**config.mk**
```make
export PLATFORM = sky130hd
export DESIGN_NAME = cmd_fifo_handshake
export DESIGN_NICKNAME = d
export VERILOG_FILES = /design/src/hdl/fifo_byte_mem.v /design/src/hdl/cmd_fifo_handshake.v
export VERILOG_INCLUDE_DIRS = /design/src /design/src/hdl
export SDC_FILE = /design/constraint.sdc
export NUM_CORES = 1
export LEC_CHECK = 0
export CORE_AREA = 2 2 281 283
export CTS_CLUSTER_DIAMETER = 100
export DETAILED_ROUTE_END_ITERATION = 12
export DIE_AREA = 0 0 283 285
export DONT_BUFFER_PORTS = 1
export SYNTH_ARGS = -nofsm -noshare
export SYNTH_HDL_FRONTEND = slang
export SYNTH_HIERARCHICAL = 1
export SYNTH_SLANG_ARGS = --single-unit
```
**constraint.sdc**
```tcl
create_clock -name clk -period 7.9 [get_ports clk]
set_input_delay 1.58 -clock clk [delete_from_list [all_inputs] [get_ports clk]]
set_output_delay 1.58 -clock clk [all_outputs]
set_load 0.05 [all_outputs]
```
**src/hdl/cmd_fifo_defines.vh**
```
// Constants for the command and response FIFO handshake block
// Function
// RULE_01 - A single identity and configuration copy is readable from every locality.
// RULE_02 - Separate per-locality identity copies always hold identical contents.
// RULE_03 - Never drop a bus cycle on internal stall; hold the bus with waits.
// RULE_04 - Host reads status first and writes prepare-command before command bytes.
// RULE_05 - A prepare-command write makes the device get ready for a command.
// RULE_06 - When ready, prepare-command reads one and depth count is nonzero.
// RULE_07 - First command byte clears prepare-command, sets expected, depth keeps updating.
// RULE_08 - Total command length comes from the size field in leading bytes.
// RULE_09 - Expected stays one until the final command byte, then clears.
// RULE_10 - While expected is zero, further data bytes are dropped.
// RULE_11 - Execute trigger writes are ignored until expected has fallen to zero.
// RULE_12 - Host writes execute trigger; device then starts executing the buffered command.
// RULE_13 - On completion, response bytes enter the FIFO and response-pending sets.
// RULE_14 - Response-pending clears once the final response byte is read out.
// RULE_15 - Depth count nonzero when reading may start, then shows available bytes.
// RULE_16 - Host waits for nonzero depth count before reading the response.
// RULE_17 - Depth count shows only movable bytes; flags carry direction and expectation.
// RULE_18 - Abort on prepare during receive or execute, takeover, release, hash start.
// RULE_19 - After abort, halt the command, flush both directions, return idle.
// RULE_20 - After abort, state is pre-command or post-command, never intermediate.
// RULE_21 - Abort honoured within short limit, or long limit for key generation.
// RULE_22 - A response is never returned to a different locality after abort.
// RULE_23 - Host releases locality by writing locality-owned; this aborts any command.
// RULE_24 - After reset: idle, all flags clear, depth zero, FIFO empty.
`ifndef CMD_FIFO_DEFINES_VH
`define CMD_FIFO_DEFINES_VH

// FIFO geometry
`define FIFO_DEPTH      64
`define FIFO_AW         6

// Size field position inside the command header (big endian)
`define SIZE_FIRST_BYTE 2
`define SIZE_LAST_BYTE  5
`define HDR_MIN_BYTES   6

// Byte answered to reads outside the response phase
`define IDLE_READ_BYTE  8'hff

// Clock rate and abort limits
`define CLK_HZ          50000000
`define ABORT_SHORT_MS  750
`define ABORT_LONG_MS   2000

// Identity values (arbitrary, neutral)
`define DEV_VEN_ID_VAL  32'h0000_0001
`define REV_ID_VAL      8'h01

`endif

```
**src/hdl/fifo_byte_mem.v**
```verilog
// Byte memory shared by the command and response directions
`timescale 1ns/1ps
module fifo_byte_mem #(
   parameter DW = 8,
   parameter AW = 6
) (
   // Clock and reset
   input  wire          clk,
   input  wire          rst_b,
   // Write port
   input  wire          wr_en,
   input  wire [AW-1:0] wr_addr,
   input  wire [DW-1:0] wr_data,
   // Read port, data registered
   input  wire          rd_en,
   input  wire [AW-1:0] rd_addr,
   output reg  [DW-1:0] rd_data
);

   reg [DW-1:0] mem [0:(1<<AW)-1];

   // Array write, no reset on storage
   always @(posedge clk) begin
      if (wr_en) begin
         mem[wr_addr] <= wr_data;
      end
   end

   // Registered read
   always @(posedge clk or negedge rst_b) begin
      if (!rst_b) begin
         rd_data <= {DW{1'b0}};
      end else if (rd_en) begin
         rd_data <= mem[rd_addr];
      end
   end

endmodule // fifo_byte_mem

```
**src/hdl/cmd_fifo_handshake.v**
```verilog
// Command and response FIFO handshake of the host interface
`timescale 1ns/1ps
`include "cmd_fifo_defines.vh"
module cmd_fifo_handshake #(
   parameter DEPTH          = `FIFO_DEPTH,
   parameter AW             = `FIFO_AW,
   parameter ABORT_SHORT_MS = `ABORT_SHORT_MS,
   parameter ABORT_LONG_MS  = `ABORT_LONG_MS,
   parameter [31:0] ABORT_SHORT_CYC = ms_to_cyc(ABORT_SHORT_MS),
   parameter [31:0] ABORT_LONG_CYC  = ms_to_cyc(ABORT_LONG_MS)
) (
   // Clock and reset
   input  wire          clk,
   input  wire          rst_b,
   // Data port accesses from the bus controller
   input  wire          fifo_wr_req,
   input  wire [7:0]    fifo_wr_data,
   input  wire          fifo_rd_req,
   output wire          bus_wait,
   output reg           fifo_rd_valid,
   output wire [7:0]    fifo_rd_data,
   // Status and access strobes from the bus controller
   input  wire          prepare_command_wr,
   input  wire          execute_trigger_wr,
   input  wire          locality_owned_wr,
   input  wire          seize_ok,
   input  wire          hash_start_done,
   // Status fields
   output reg           prepare_command,
   output reg           more_input_expected,
   output reg           response_pending,
   output reg  [AW:0]   fifo_depth_count,
   // Identity, one copy seen by all localities
   output reg  [31:0]   device_vendor_ids,
   output reg  [7:0]    revision_id_register,
   // Execution engine side
   output reg           exec_start,
   output reg           exec_abort,
   input  wire          abort_ack,
   input  wire          rsa_keygen,
   input  wire          cmd_take,
   output reg           cmd_byte_valid,
   output wire [7:0]    cmd_byte,
   input  wire          rsp_valid,
   input  wire [7:0]    rsp_data,
   input  wire          rsp_last,
   output wire          rsp_ready
);

   // Milliseconds to clock cycles, rounded down
   function [31:0] ms_to_cyc;
      input integer ms;
      begin
         ms_to_cyc = ms * (`CLK_HZ / 1000);
      end
   endfunction

   localparam [2:0] ST_IDLE  = 3'h0;
   localparam [2:0] ST_READY = 3'h1;
   localparam [2:0] ST_RECV  = 3'h2;
   localparam [2:0] ST_EXEC  = 3'h3;
   localparam [2:0] ST_RESP  = 3'h4;
   localparam [2:0] ST_ABORT = 3'h5;

   localparam [AW:0] DEPTH_C = DEPTH;
   localparam [AW:0] HDR_MIN = `HDR_MIN_BYTES;
   localparam [AW:0] SZ_LO   = `SIZE_FIRST_BYTE;
   localparam [AW:0] SZ_HI   = `SIZE_LAST_BYTE;

   reg  [2:0]    state_reg;
   reg  [2:0]    state_next;
   reg  [AW:0]   wptr_reg;
   reg  [AW:0]   rptr_reg;
   reg  [AW:0]   cmd_cnt_reg;
   reg  [31:0]   len_reg;
   reg  [31:0]   len_next;
   reg  [31:0]   timer_reg;
   reg           rd_idle_reg;
   reg  [AW:0]   depth_next;
   wire [7:0]    mem_q;
   wire [AW:0]   wcnt_inc;
   wire          abort_evt;
   wire          loc_evt;
   wire          wr_store;
   wire          wr_drop;
   wire          rd_host;
   wire          rd_idle;
   wire          cmd_ok;
   wire          rsp_store;
   wire          rx_done;
   wire          go_ok;

   // Locality change, takeover or hash start always abort
   assign loc_evt   = seize_ok | locality_owned_wr | hash_start_done; // [RULE_23]
   assign abort_evt = loc_evt | (prepare_command_wr &
                      ((state_reg == ST_RECV) | (state_reg == ST_EXEC))); // [RULE_18]

   // Requests are held with a wait while an abort is being flushed
   assign bus_wait = (state_reg == ST_ABORT) & (fifo_wr_req | fifo_rd_req); // [RULE_03]

   // Write acceptance: stored while a command is expected, dropped otherwise
   assign wr_store = fifo_wr_req & ~bus_wait & ~abort_evt &
                     ((state_reg == ST_READY) | ((state_reg == ST_RECV) & more_input_expected));
   assign wr_drop  = fifo_wr_req & ~bus_wait & ~wr_store; // [RULE_10]

   // Read acceptance: response bytes in the response phase, filler otherwise
   assign rd_host = fifo_rd_req & ~bus_wait & ~abort_evt &
                    (state_reg == ST_RESP) & (rptr_reg < wptr_reg);
   assign rd_idle = fifo_rd_req & ~bus_wait & ~rd_host;

   // Engine side transfers; response bytes overwrite the command area,
   // so the engine must read the whole command before it answers
   assign cmd_ok    = cmd_take & (state_reg == ST_EXEC) & (rptr_reg < cmd_cnt_reg) & ~abort_evt;
   assign rsp_ready = (state_reg == ST_EXEC) & (wptr_reg < DEPTH_C) & ~abort_evt;
   assign rsp_store = rsp_valid & rsp_ready;
   assign cmd_byte  = mem_q;
   assign fifo_rd_data = rd_idle_reg ? `IDLE_READ_BYTE : mem_q;

   // Size field gathered from the header bytes
   assign wcnt_inc = wptr_reg + {{AW{1'b0}}, 1'b1};
   always @* begin
      len_next = len_reg;
      if (wr_store && (wptr_reg >= SZ_LO) && (wptr_reg <= SZ_HI)) begin
         len_next = {len_reg[23:0], fifo_wr_data}; // [RULE_08]
      end
   end

   // Last byte: header complete and size reached, or the buffer is full
   assign rx_done = wr_store & (((wcnt_inc >= HDR_MIN) &
                    ({{(31-AW){1'b0}}, wcnt_inc} >= len_next)) | (wcnt_inc == DEPTH_C)); // [RULE_09]

   // Execute trigger taken only once the whole command is in
   assign go_ok = execute_trigger_wr & (state_reg == ST_RECV) &
                  ~more_input_expected & ~abort_evt; // [RULE_11]

   // Shared byte store for both directions
   fifo_byte_mem #(
      .DW      (8),
      .AW      (AW)
   ) u_mem (
      .clk     (clk),
      .rst_b   (rst_b),
      .wr_en   (wr_store | rsp_store),
      .wr_addr (wptr_reg[AW-1:0]),
      .wr_data (wr_store ? fifo_wr_data : rsp_data),
      .rd_en   (rd_host | cmd_ok),
      .rd_addr (rptr_reg[AW-1:0]),
      .rd_data (mem_q)
   );

   // Sequencing of the command exchange
   always @* begin
      state_next = state_reg;
      case (state_reg)
         ST_IDLE: begin
            if (prepare_command_wr && !loc_evt) begin
               state_next = ST_READY; // [RULE_05]
            end
         end
         ST_READY: begin
            if (loc_evt) begin
               state_next = ST_IDLE;
            end else if (wr_store) begin
               state_next = ST_RECV; // [RULE_07]
            end
         end
         ST_RECV: begin
            if (abort_evt) begin
               state_next = ST_IDLE; // [RULE_19]
            end else if (go_ok) begin
               state_next = ST_EXEC; // [RULE_12]
            end
         end
         ST_EXEC: begin
            if (abort_evt) begin
               state_next = ST_ABORT;
            end else if (rsp_store && rsp_last) begin
               state_next = ST_RESP; // [RULE_13]
            end
         end
         ST_RESP: begin
            if (loc_evt) begin
               state_next = ST_IDLE; // [RULE_22]
            end else if (prepare_command_wr) begin
               state_next = ST_READY;
            end else if (rd_host && (rptr_reg + {{AW{1'b0}}, 1'b1} == wptr_reg)) begin
               state_next = ST_IDLE; // [RULE_14]
            end
         end
         ST_ABORT: begin
            // Engine confirms it rolled back or committed, or the limit expires
            if (abort_ack || (timer_reg == 32'h0000_0000)) begin
               state_next = ST_IDLE; // [RULE_20] [RULE_21]
            end
         end
         default: begin
            state_next = ST_IDLE;
         end
      endcase
   end

   // Depth count shows only bytes movable without a stall
   always @* begin
      depth_next = {(AW+1){1'b0}};
      if (state_next == ST_READY) begin
         depth_next = DEPTH_C; // [RULE_06]
      end else if ((state_next == ST_RECV) && !rx_done && (more_input_expected || (state_reg == ST_READY))) begin
         depth_next = DEPTH_C - (wr_store ? wcnt_inc : wptr_reg); // [RULE_07] [RULE_17]
      end else if (state_next == ST_RESP) begin
         // First response cycle counts the bytes just stored; the read pointer resets on that edge
         if (state_reg == ST_EXEC) begin
            depth_next = wcnt_inc; // [RULE_13] [RULE_15]
         end else begin
            depth_next = wptr_reg - rptr_reg - {{AW{1'b0}}, rd_host}; // [RULE_15]
         end
      end
   end

   // State, pointers and flags
   always @(posedge clk or negedge rst_b) begin
      if (!rst_b) begin
         state_reg           <= ST_IDLE; // [RULE_24]
         wptr_reg            <= {(AW+1){1'b0}};
         rptr_reg            <= {(AW+1){1'b0}};
         cmd_cnt_reg         <= {(AW+1){1'b0}};
         len_reg             <= 32'h0000_0000;
         timer_reg           <= 32'h0000_0000;
         prepare_command     <= 1'b0;
         more_input_expected <= 1'b0;
         response_pending    <= 1'b0;
         fifo_depth_count    <= {(AW+1){1'b0}};
         exec_start          <= 1'b0;
         exec_abort          <= 1'b0;
         cmd_byte_valid      <= 1'b0;
         fifo_rd_valid       <= 1'b0;
         rd_idle_reg         <= 1'b0;
      end else begin
         state_reg        <= state_next;
         fifo_depth_count <= depth_next;
         exec_start       <= go_ok; // [RULE_12]
         cmd_byte_valid   <= cmd_ok;
         fifo_rd_valid    <= rd_host | rd_idle;
         rd_idle_reg      <= rd_idle;
         len_reg          <= len_next;
         if (cmd_ok || rd_host) begin
            rptr_reg <= rptr_reg + {{AW{1'b0}}, 1'b1};
         end
         if (wr_store || rsp_store) begin
            wptr_reg <= wcnt_inc;
         end
         // Abort limit timer, long limit for key generation
         if (state_reg == ST_EXEC && abort_evt) begin
            timer_reg  <= rsa_keygen ? ABORT_LONG_CYC : ABORT_SHORT_CYC; // [RULE_21]
            exec_abort <= 1'b1; // [RULE_19]
         end else if (state_reg == ST_ABORT) begin
            if (timer_reg != 32'h0000_0000) begin
               timer_reg <= timer_reg - 32'h0000_0001;
            end
            if (state_next == ST_IDLE) begin
               exec_abort <= 1'b0;
            end
         end
         // Entering idle or ready flushes both directions
         if ((state_next == ST_IDLE || state_next == ST_READY) && state_next != state_reg) begin
            wptr_reg            <= {(AW+1){1'b0}}; // [RULE_19] [RULE_22]
            rptr_reg            <= {(AW+1){1'b0}};
            len_reg             <= 32'h0000_0000;
            more_input_expected <= 1'b0;
            response_pending    <= 1'b0;
         end
         prepare_command <= (state_next == ST_READY); // [RULE_06] [RULE_07]
         if (state_reg == ST_READY && wr_store) begin
            more_input_expected <= ~rx_done; // [RULE_07]
         end else if (state_reg == ST_RECV && rx_done) begin
            more_input_expected <= 1'b0; // [RULE_09]
         end
         // Command handed over: response is written from the buffer start
         // The stored byte count bounds the engine's command reads
         if (go_ok) begin
            cmd_cnt_reg <= wptr_reg;
            wptr_reg    <= {(AW+1){1'b0}};
            rptr_reg    <= {(AW+1){1'b0}};
         end
         if (state_reg == ST_EXEC && state_next == ST_RESP) begin
            response_pending <= 1'b1; // [RULE_13]
            rptr_reg         <= {(AW+1){1'b0}};
         end
      end
   end

   // Identity registers exist once and are shared by all localities
   always @(posedge clk or negedge rst_b) begin
      if (!rst_b) begin
         device_vendor_ids    <= `DEV_VEN_ID_VAL; // [RULE_01] [RULE_02]
         revision_id_register <= `REV_ID_VAL;
      end else begin
         device_vendor_ids    <= `DEV_VEN_ID_VAL;
         revision_id_register <= `REV_ID_VAL;
      end
   end

endmodule // cmd_fifo_handshake

```
==> results.json <==
{
  "worstHoldStart": "timer_reg[30]$_DFFE_PN0P_",
  "synth_cell_types": 71,
  "grt_max_degree": 112,
  "maxSlewHeadroom_pct": 20.3,
  "vias_per_cell": 5.23,
  "synth_area_um2": 26900,
  "async_reset_ff_share_pct": 17.8,
  "worst_path_most_repeated_cell": "o21ai_0",
  "min_path_cells": 1,
  "period_share_pct": 64.0,
  "vias": 14483,
  "max_stage_delay_ns": 1.15,
  "cts_buffer_depth": 3,
  "powerDensity_nw_per_um2": 225,
  "final_cell_mix": "512 x edfxtp_1, 152 x nor2_1, 120 x mux4_2",
  "initial_utilization_pct": 34.6,
  "fin_util_pct": 38.5,
  "setup_viol": 0,
  "clock_sinks": 623,
  "port_buffers": 0,
  "hp-class": "reg2reg",
  "area_growth_pct": 11.4,
  "ys_seq_elements": 623,
  "antennaDiodeCount": 0,
  "fin_crit_ns": 5.05,
  "overflow": 0,
  "fin_nets": 1736,
  "drtPass1Iterations": 8,
  "cts_setup_buffers": 0,
  "cp.required_ns": 8.43,
  "grt_pass1_wl_um": 93000,
  "postCtsResizedCells": 0,
  "drtIter0Drc": 1107,
  "synth_area_per_cell_um2": 16.2,
  "r2r_setup_slack_ns": 2.85,
  "antenna_found_initial": 0,
  "die_w_um": 283,
  "crit_slowest_cell": "or4_2",
  "die_h_um": 285,
  "multi_input_area_um2": 8090,
  "rsz0062_at_grt": "false",
  "seq_area_frac_synth_pct": 67.4,
  "core_area_um2": 78000,
  "cts_tree": "built",
  "crit_buf_inv": 1,
  "p_int_mw": 5.33,
  "largest_reg_flops": 512,
  "startpoint_type": "input pin",
  "pwr-share-comb_pct": 2.0,
  "arrival_ns": 5.58,
  "grt_usage_pct": 15.0,
  "routedWlPerCell_um": 22.0,
  "slew_violations": 0,
  "rows": 103,
  "layout-drive-gt1-share_pct": 18.1,
  "crit_chain": "nor4bb_1 > o2111ai_2 > buf_4 > or4_2 > mux2_2 > ha_1 > nor2b_1 > o21ai_0 > a31oi_1 > o21ai_0 > and4_1 > a311o_2 > o22ai_1",
  "dp.cells": 2655,
  "max_freq_ghz": 0.198,
  "clk-insertion-delay-late_ns": 0.65,
  "switching_share_pct": 20.9,
  "p_total_mw": 6.74,
  "leakagePower_nw": 9.94,
  "hpwlAfterDp_um": 37400,
  "ctsHoldBuffers": 0,
  "grt_pass1_vias": 14694,
  "reg2reg_depth": 18,
  "io_pins": 102,
  "final_common_cell": "edfxtp_1",
  "worstMarginPinSlew_ns": 1.19,
  "cts-root-buf": "clkbuf_16",
  "wirelength_um": 61100,
  "finalSetupTns_ns": 0,
  "power.switching_mw": 1.41,
  "crit_path_end_kind": "flip-flop",
  "clockPowerShare_pct": 44.7,
  "numCtsBuffers": 61,
  "cp_top_family": "simple AND/OR/NAND/NOR gates",
  "netlist_instances": 1668,
  "postRouteAntennaNets": 0,
  "finalNonFillerCells": 2770,
  "crit_type": "in2reg",
  "final-hold-violation-count": 0,
  "timing.rr.end": "fifo_depth_count[6]$_DFF_PN0_",
  "h-tree-depth": 2,
  "register_area_um2": 18200,
  "power_frac_seq_pct": 53.2,
  "crit_fanout": 33,
  "r2r_start": "wptr_reg[1]$_DFFE_PN0P_",
  "whs_endpoint": "timer_reg[30]$_DFFE_PN0P_",
  "synth_edf_count": 512,
  "dieArea_um2": 80700,
  "cap_violations": 0,
  "fin_hold_ws_ns": 0.485,
  "yosysWarnings": 6,
  "worst-path-stages": 13,
  "drc": 0,
  "irDropWorstVdd_v": 0.000154,
  "nFillCells": 7114,
  "fin_skew_ns": 0.0455,
  "gp_congestion": 0.817,
  "status": "finished, final reports clean",
  "clk_pin_slew_ns": 0.07,
  "ys.flop_type": "edfxtp_1"
}
## Yosys cell counts (6+ instances only)
cell type	instances	area share [%]
edfxtp_1	512	57
nor2_1	152	2.1
mux4_2	120	10
dfrtp_1	111	10
mux2i_1	76	2.8
nand2_1	62	0.86
buf_4	45	1.3
inv_1	44	0.61
clkbuf_1	41	0.57
mux2_2	41	1.7
ha_1	36	1.7
o21ai_0	33	0.61
xnor2_1	33	1.1
a21oi_1	30	0.56
nand3_1	29	0.54
nor3_1	28	0.52
buf_2	24	0.45
o22ai_1	19	0.44
xor2_1	19	0.62
a22oi_1	16	0.45
nor4_1	16	0.37
o221ai_1	16	0.52
nor2b_1	11	0.26
nand2b_1	10	0.23
a221oi_1	9	0.29
or2_2	9	0.21
or3_1	9	0.21
and2_1	8	0.19
a31oi_1	7	0.16
nand3b_1	7	0.20
a21o_1	6	0.17
and3_1	6	0.14
or4_1	6	0.17
## metal layers
metal | vias up | GRT usage, % | share of wire, %
li1 | 6404 | - | -
met1 | 7546 | 21.0 | 45
met2 | 454 | 24.7 | 48
met3 | 79 | 2.06 | 5.3
met4 | 0 | 4.14 | 2.0
met5 | - | 0 | 0
## power by group through the flow
stage          Clock [mW]  Sequential (mW)  Combinational (mW)
6_report             3.02             3.59               0.138
5_1_grt              3.22             3.59               0.149
4_1_cts              3.09             3.59               0.140
3_5_place_dp            0             3.66               0.139
3_3_place_gp            0             3.66               0.134
2_1_floorplan           0             3.65               0.115
## per-stage QoR
| step | setup slack, ns | cell area [µm²] |
|---|---|---|
| CTS | 2.90 | 30000 |
| floorplan | 3.01 | 27100 |
| detailed placement | 2.30 | 27900 |
| global placement | 2.38 | 27900 |
| finish | 2.85 | 30000 |
| global route | 2.52 | 30000 |
## how the worst max path moves through the flow
| stage | startpoint | to | slack (ns) |
|---|---|---|---|
| 2_1_floorplan | locality_owned_wr | rsp_ready | 3.01 |
| 3_3_place_gp | locality_owned_wr | fifo_depth_count[0]$_DFF_PN0_ | 2.38 |
| 3_5_place_dp | prepare_command_wr | fifo_depth_count[4]$_DFF_PN0_ | 2.30 |
| 4_1_cts | wptr_reg[1]$_DFFE_PN0P_ | fifo_depth_count[6]$_DFF_PN0_ | 2.90 |
| 5_1_grt | prepare_command_wr | fifo_depth_count[2]$_DFF_PN0_ | 2.52 |
| 6_report | prepare_command_wr | fifo_depth_count[4]$_DFF_PN0_ | 2.85 |
## worst reg2reg max path: stages (launching register included)
cell and delay, ns:
dfrtp_1 0.95, inv_1 0.21, ha_1 0.34, a221oi_1 0.36
o41ai_1 0.15, a211oi_2 0.64, inv_1 0.13, fa_1 0.54
inv_1 0.05, ha_1 0.19, nor2_1 0.14, fa_1 0.22
nand2_1 0.06, a21oi_1 0.21, o21ai_0 0.14, xnor2_1 0.17
a21oi_1 0.08, a21o_1 0.21, o21bai_1 0.14
## cell families (layout without fill, tap and decap cells)
group	Yosys count	count (layout)	share of synthesized area, %
flip-flops	623	623	67.4
AND/OR/NAND/NOR	381	381	6.95
multiplexers	237	237	14.6
AO/OA/AOI/OAI	171	171	4.40
buffers and inverters	164	178	3.16
XOR/XNOR	52	52	1.69
adder cells (fa/ha/maj)	38	38	1.82
other	2	40	0.0279
## area by class of cell
cell class | count | area share, %
Clock buffer | 67 | 5.23
Timing Repair Buffer | 19 | 0.475
Clock inverter | 48 | 1.84
Tap cell | 1050 | 4.38
Sequential cell | 623 | 60.5
Multi-Input combinational cell | 919 | 27.0
Inverter | 44 | 0.551
(Power assumes the default switching activity.)
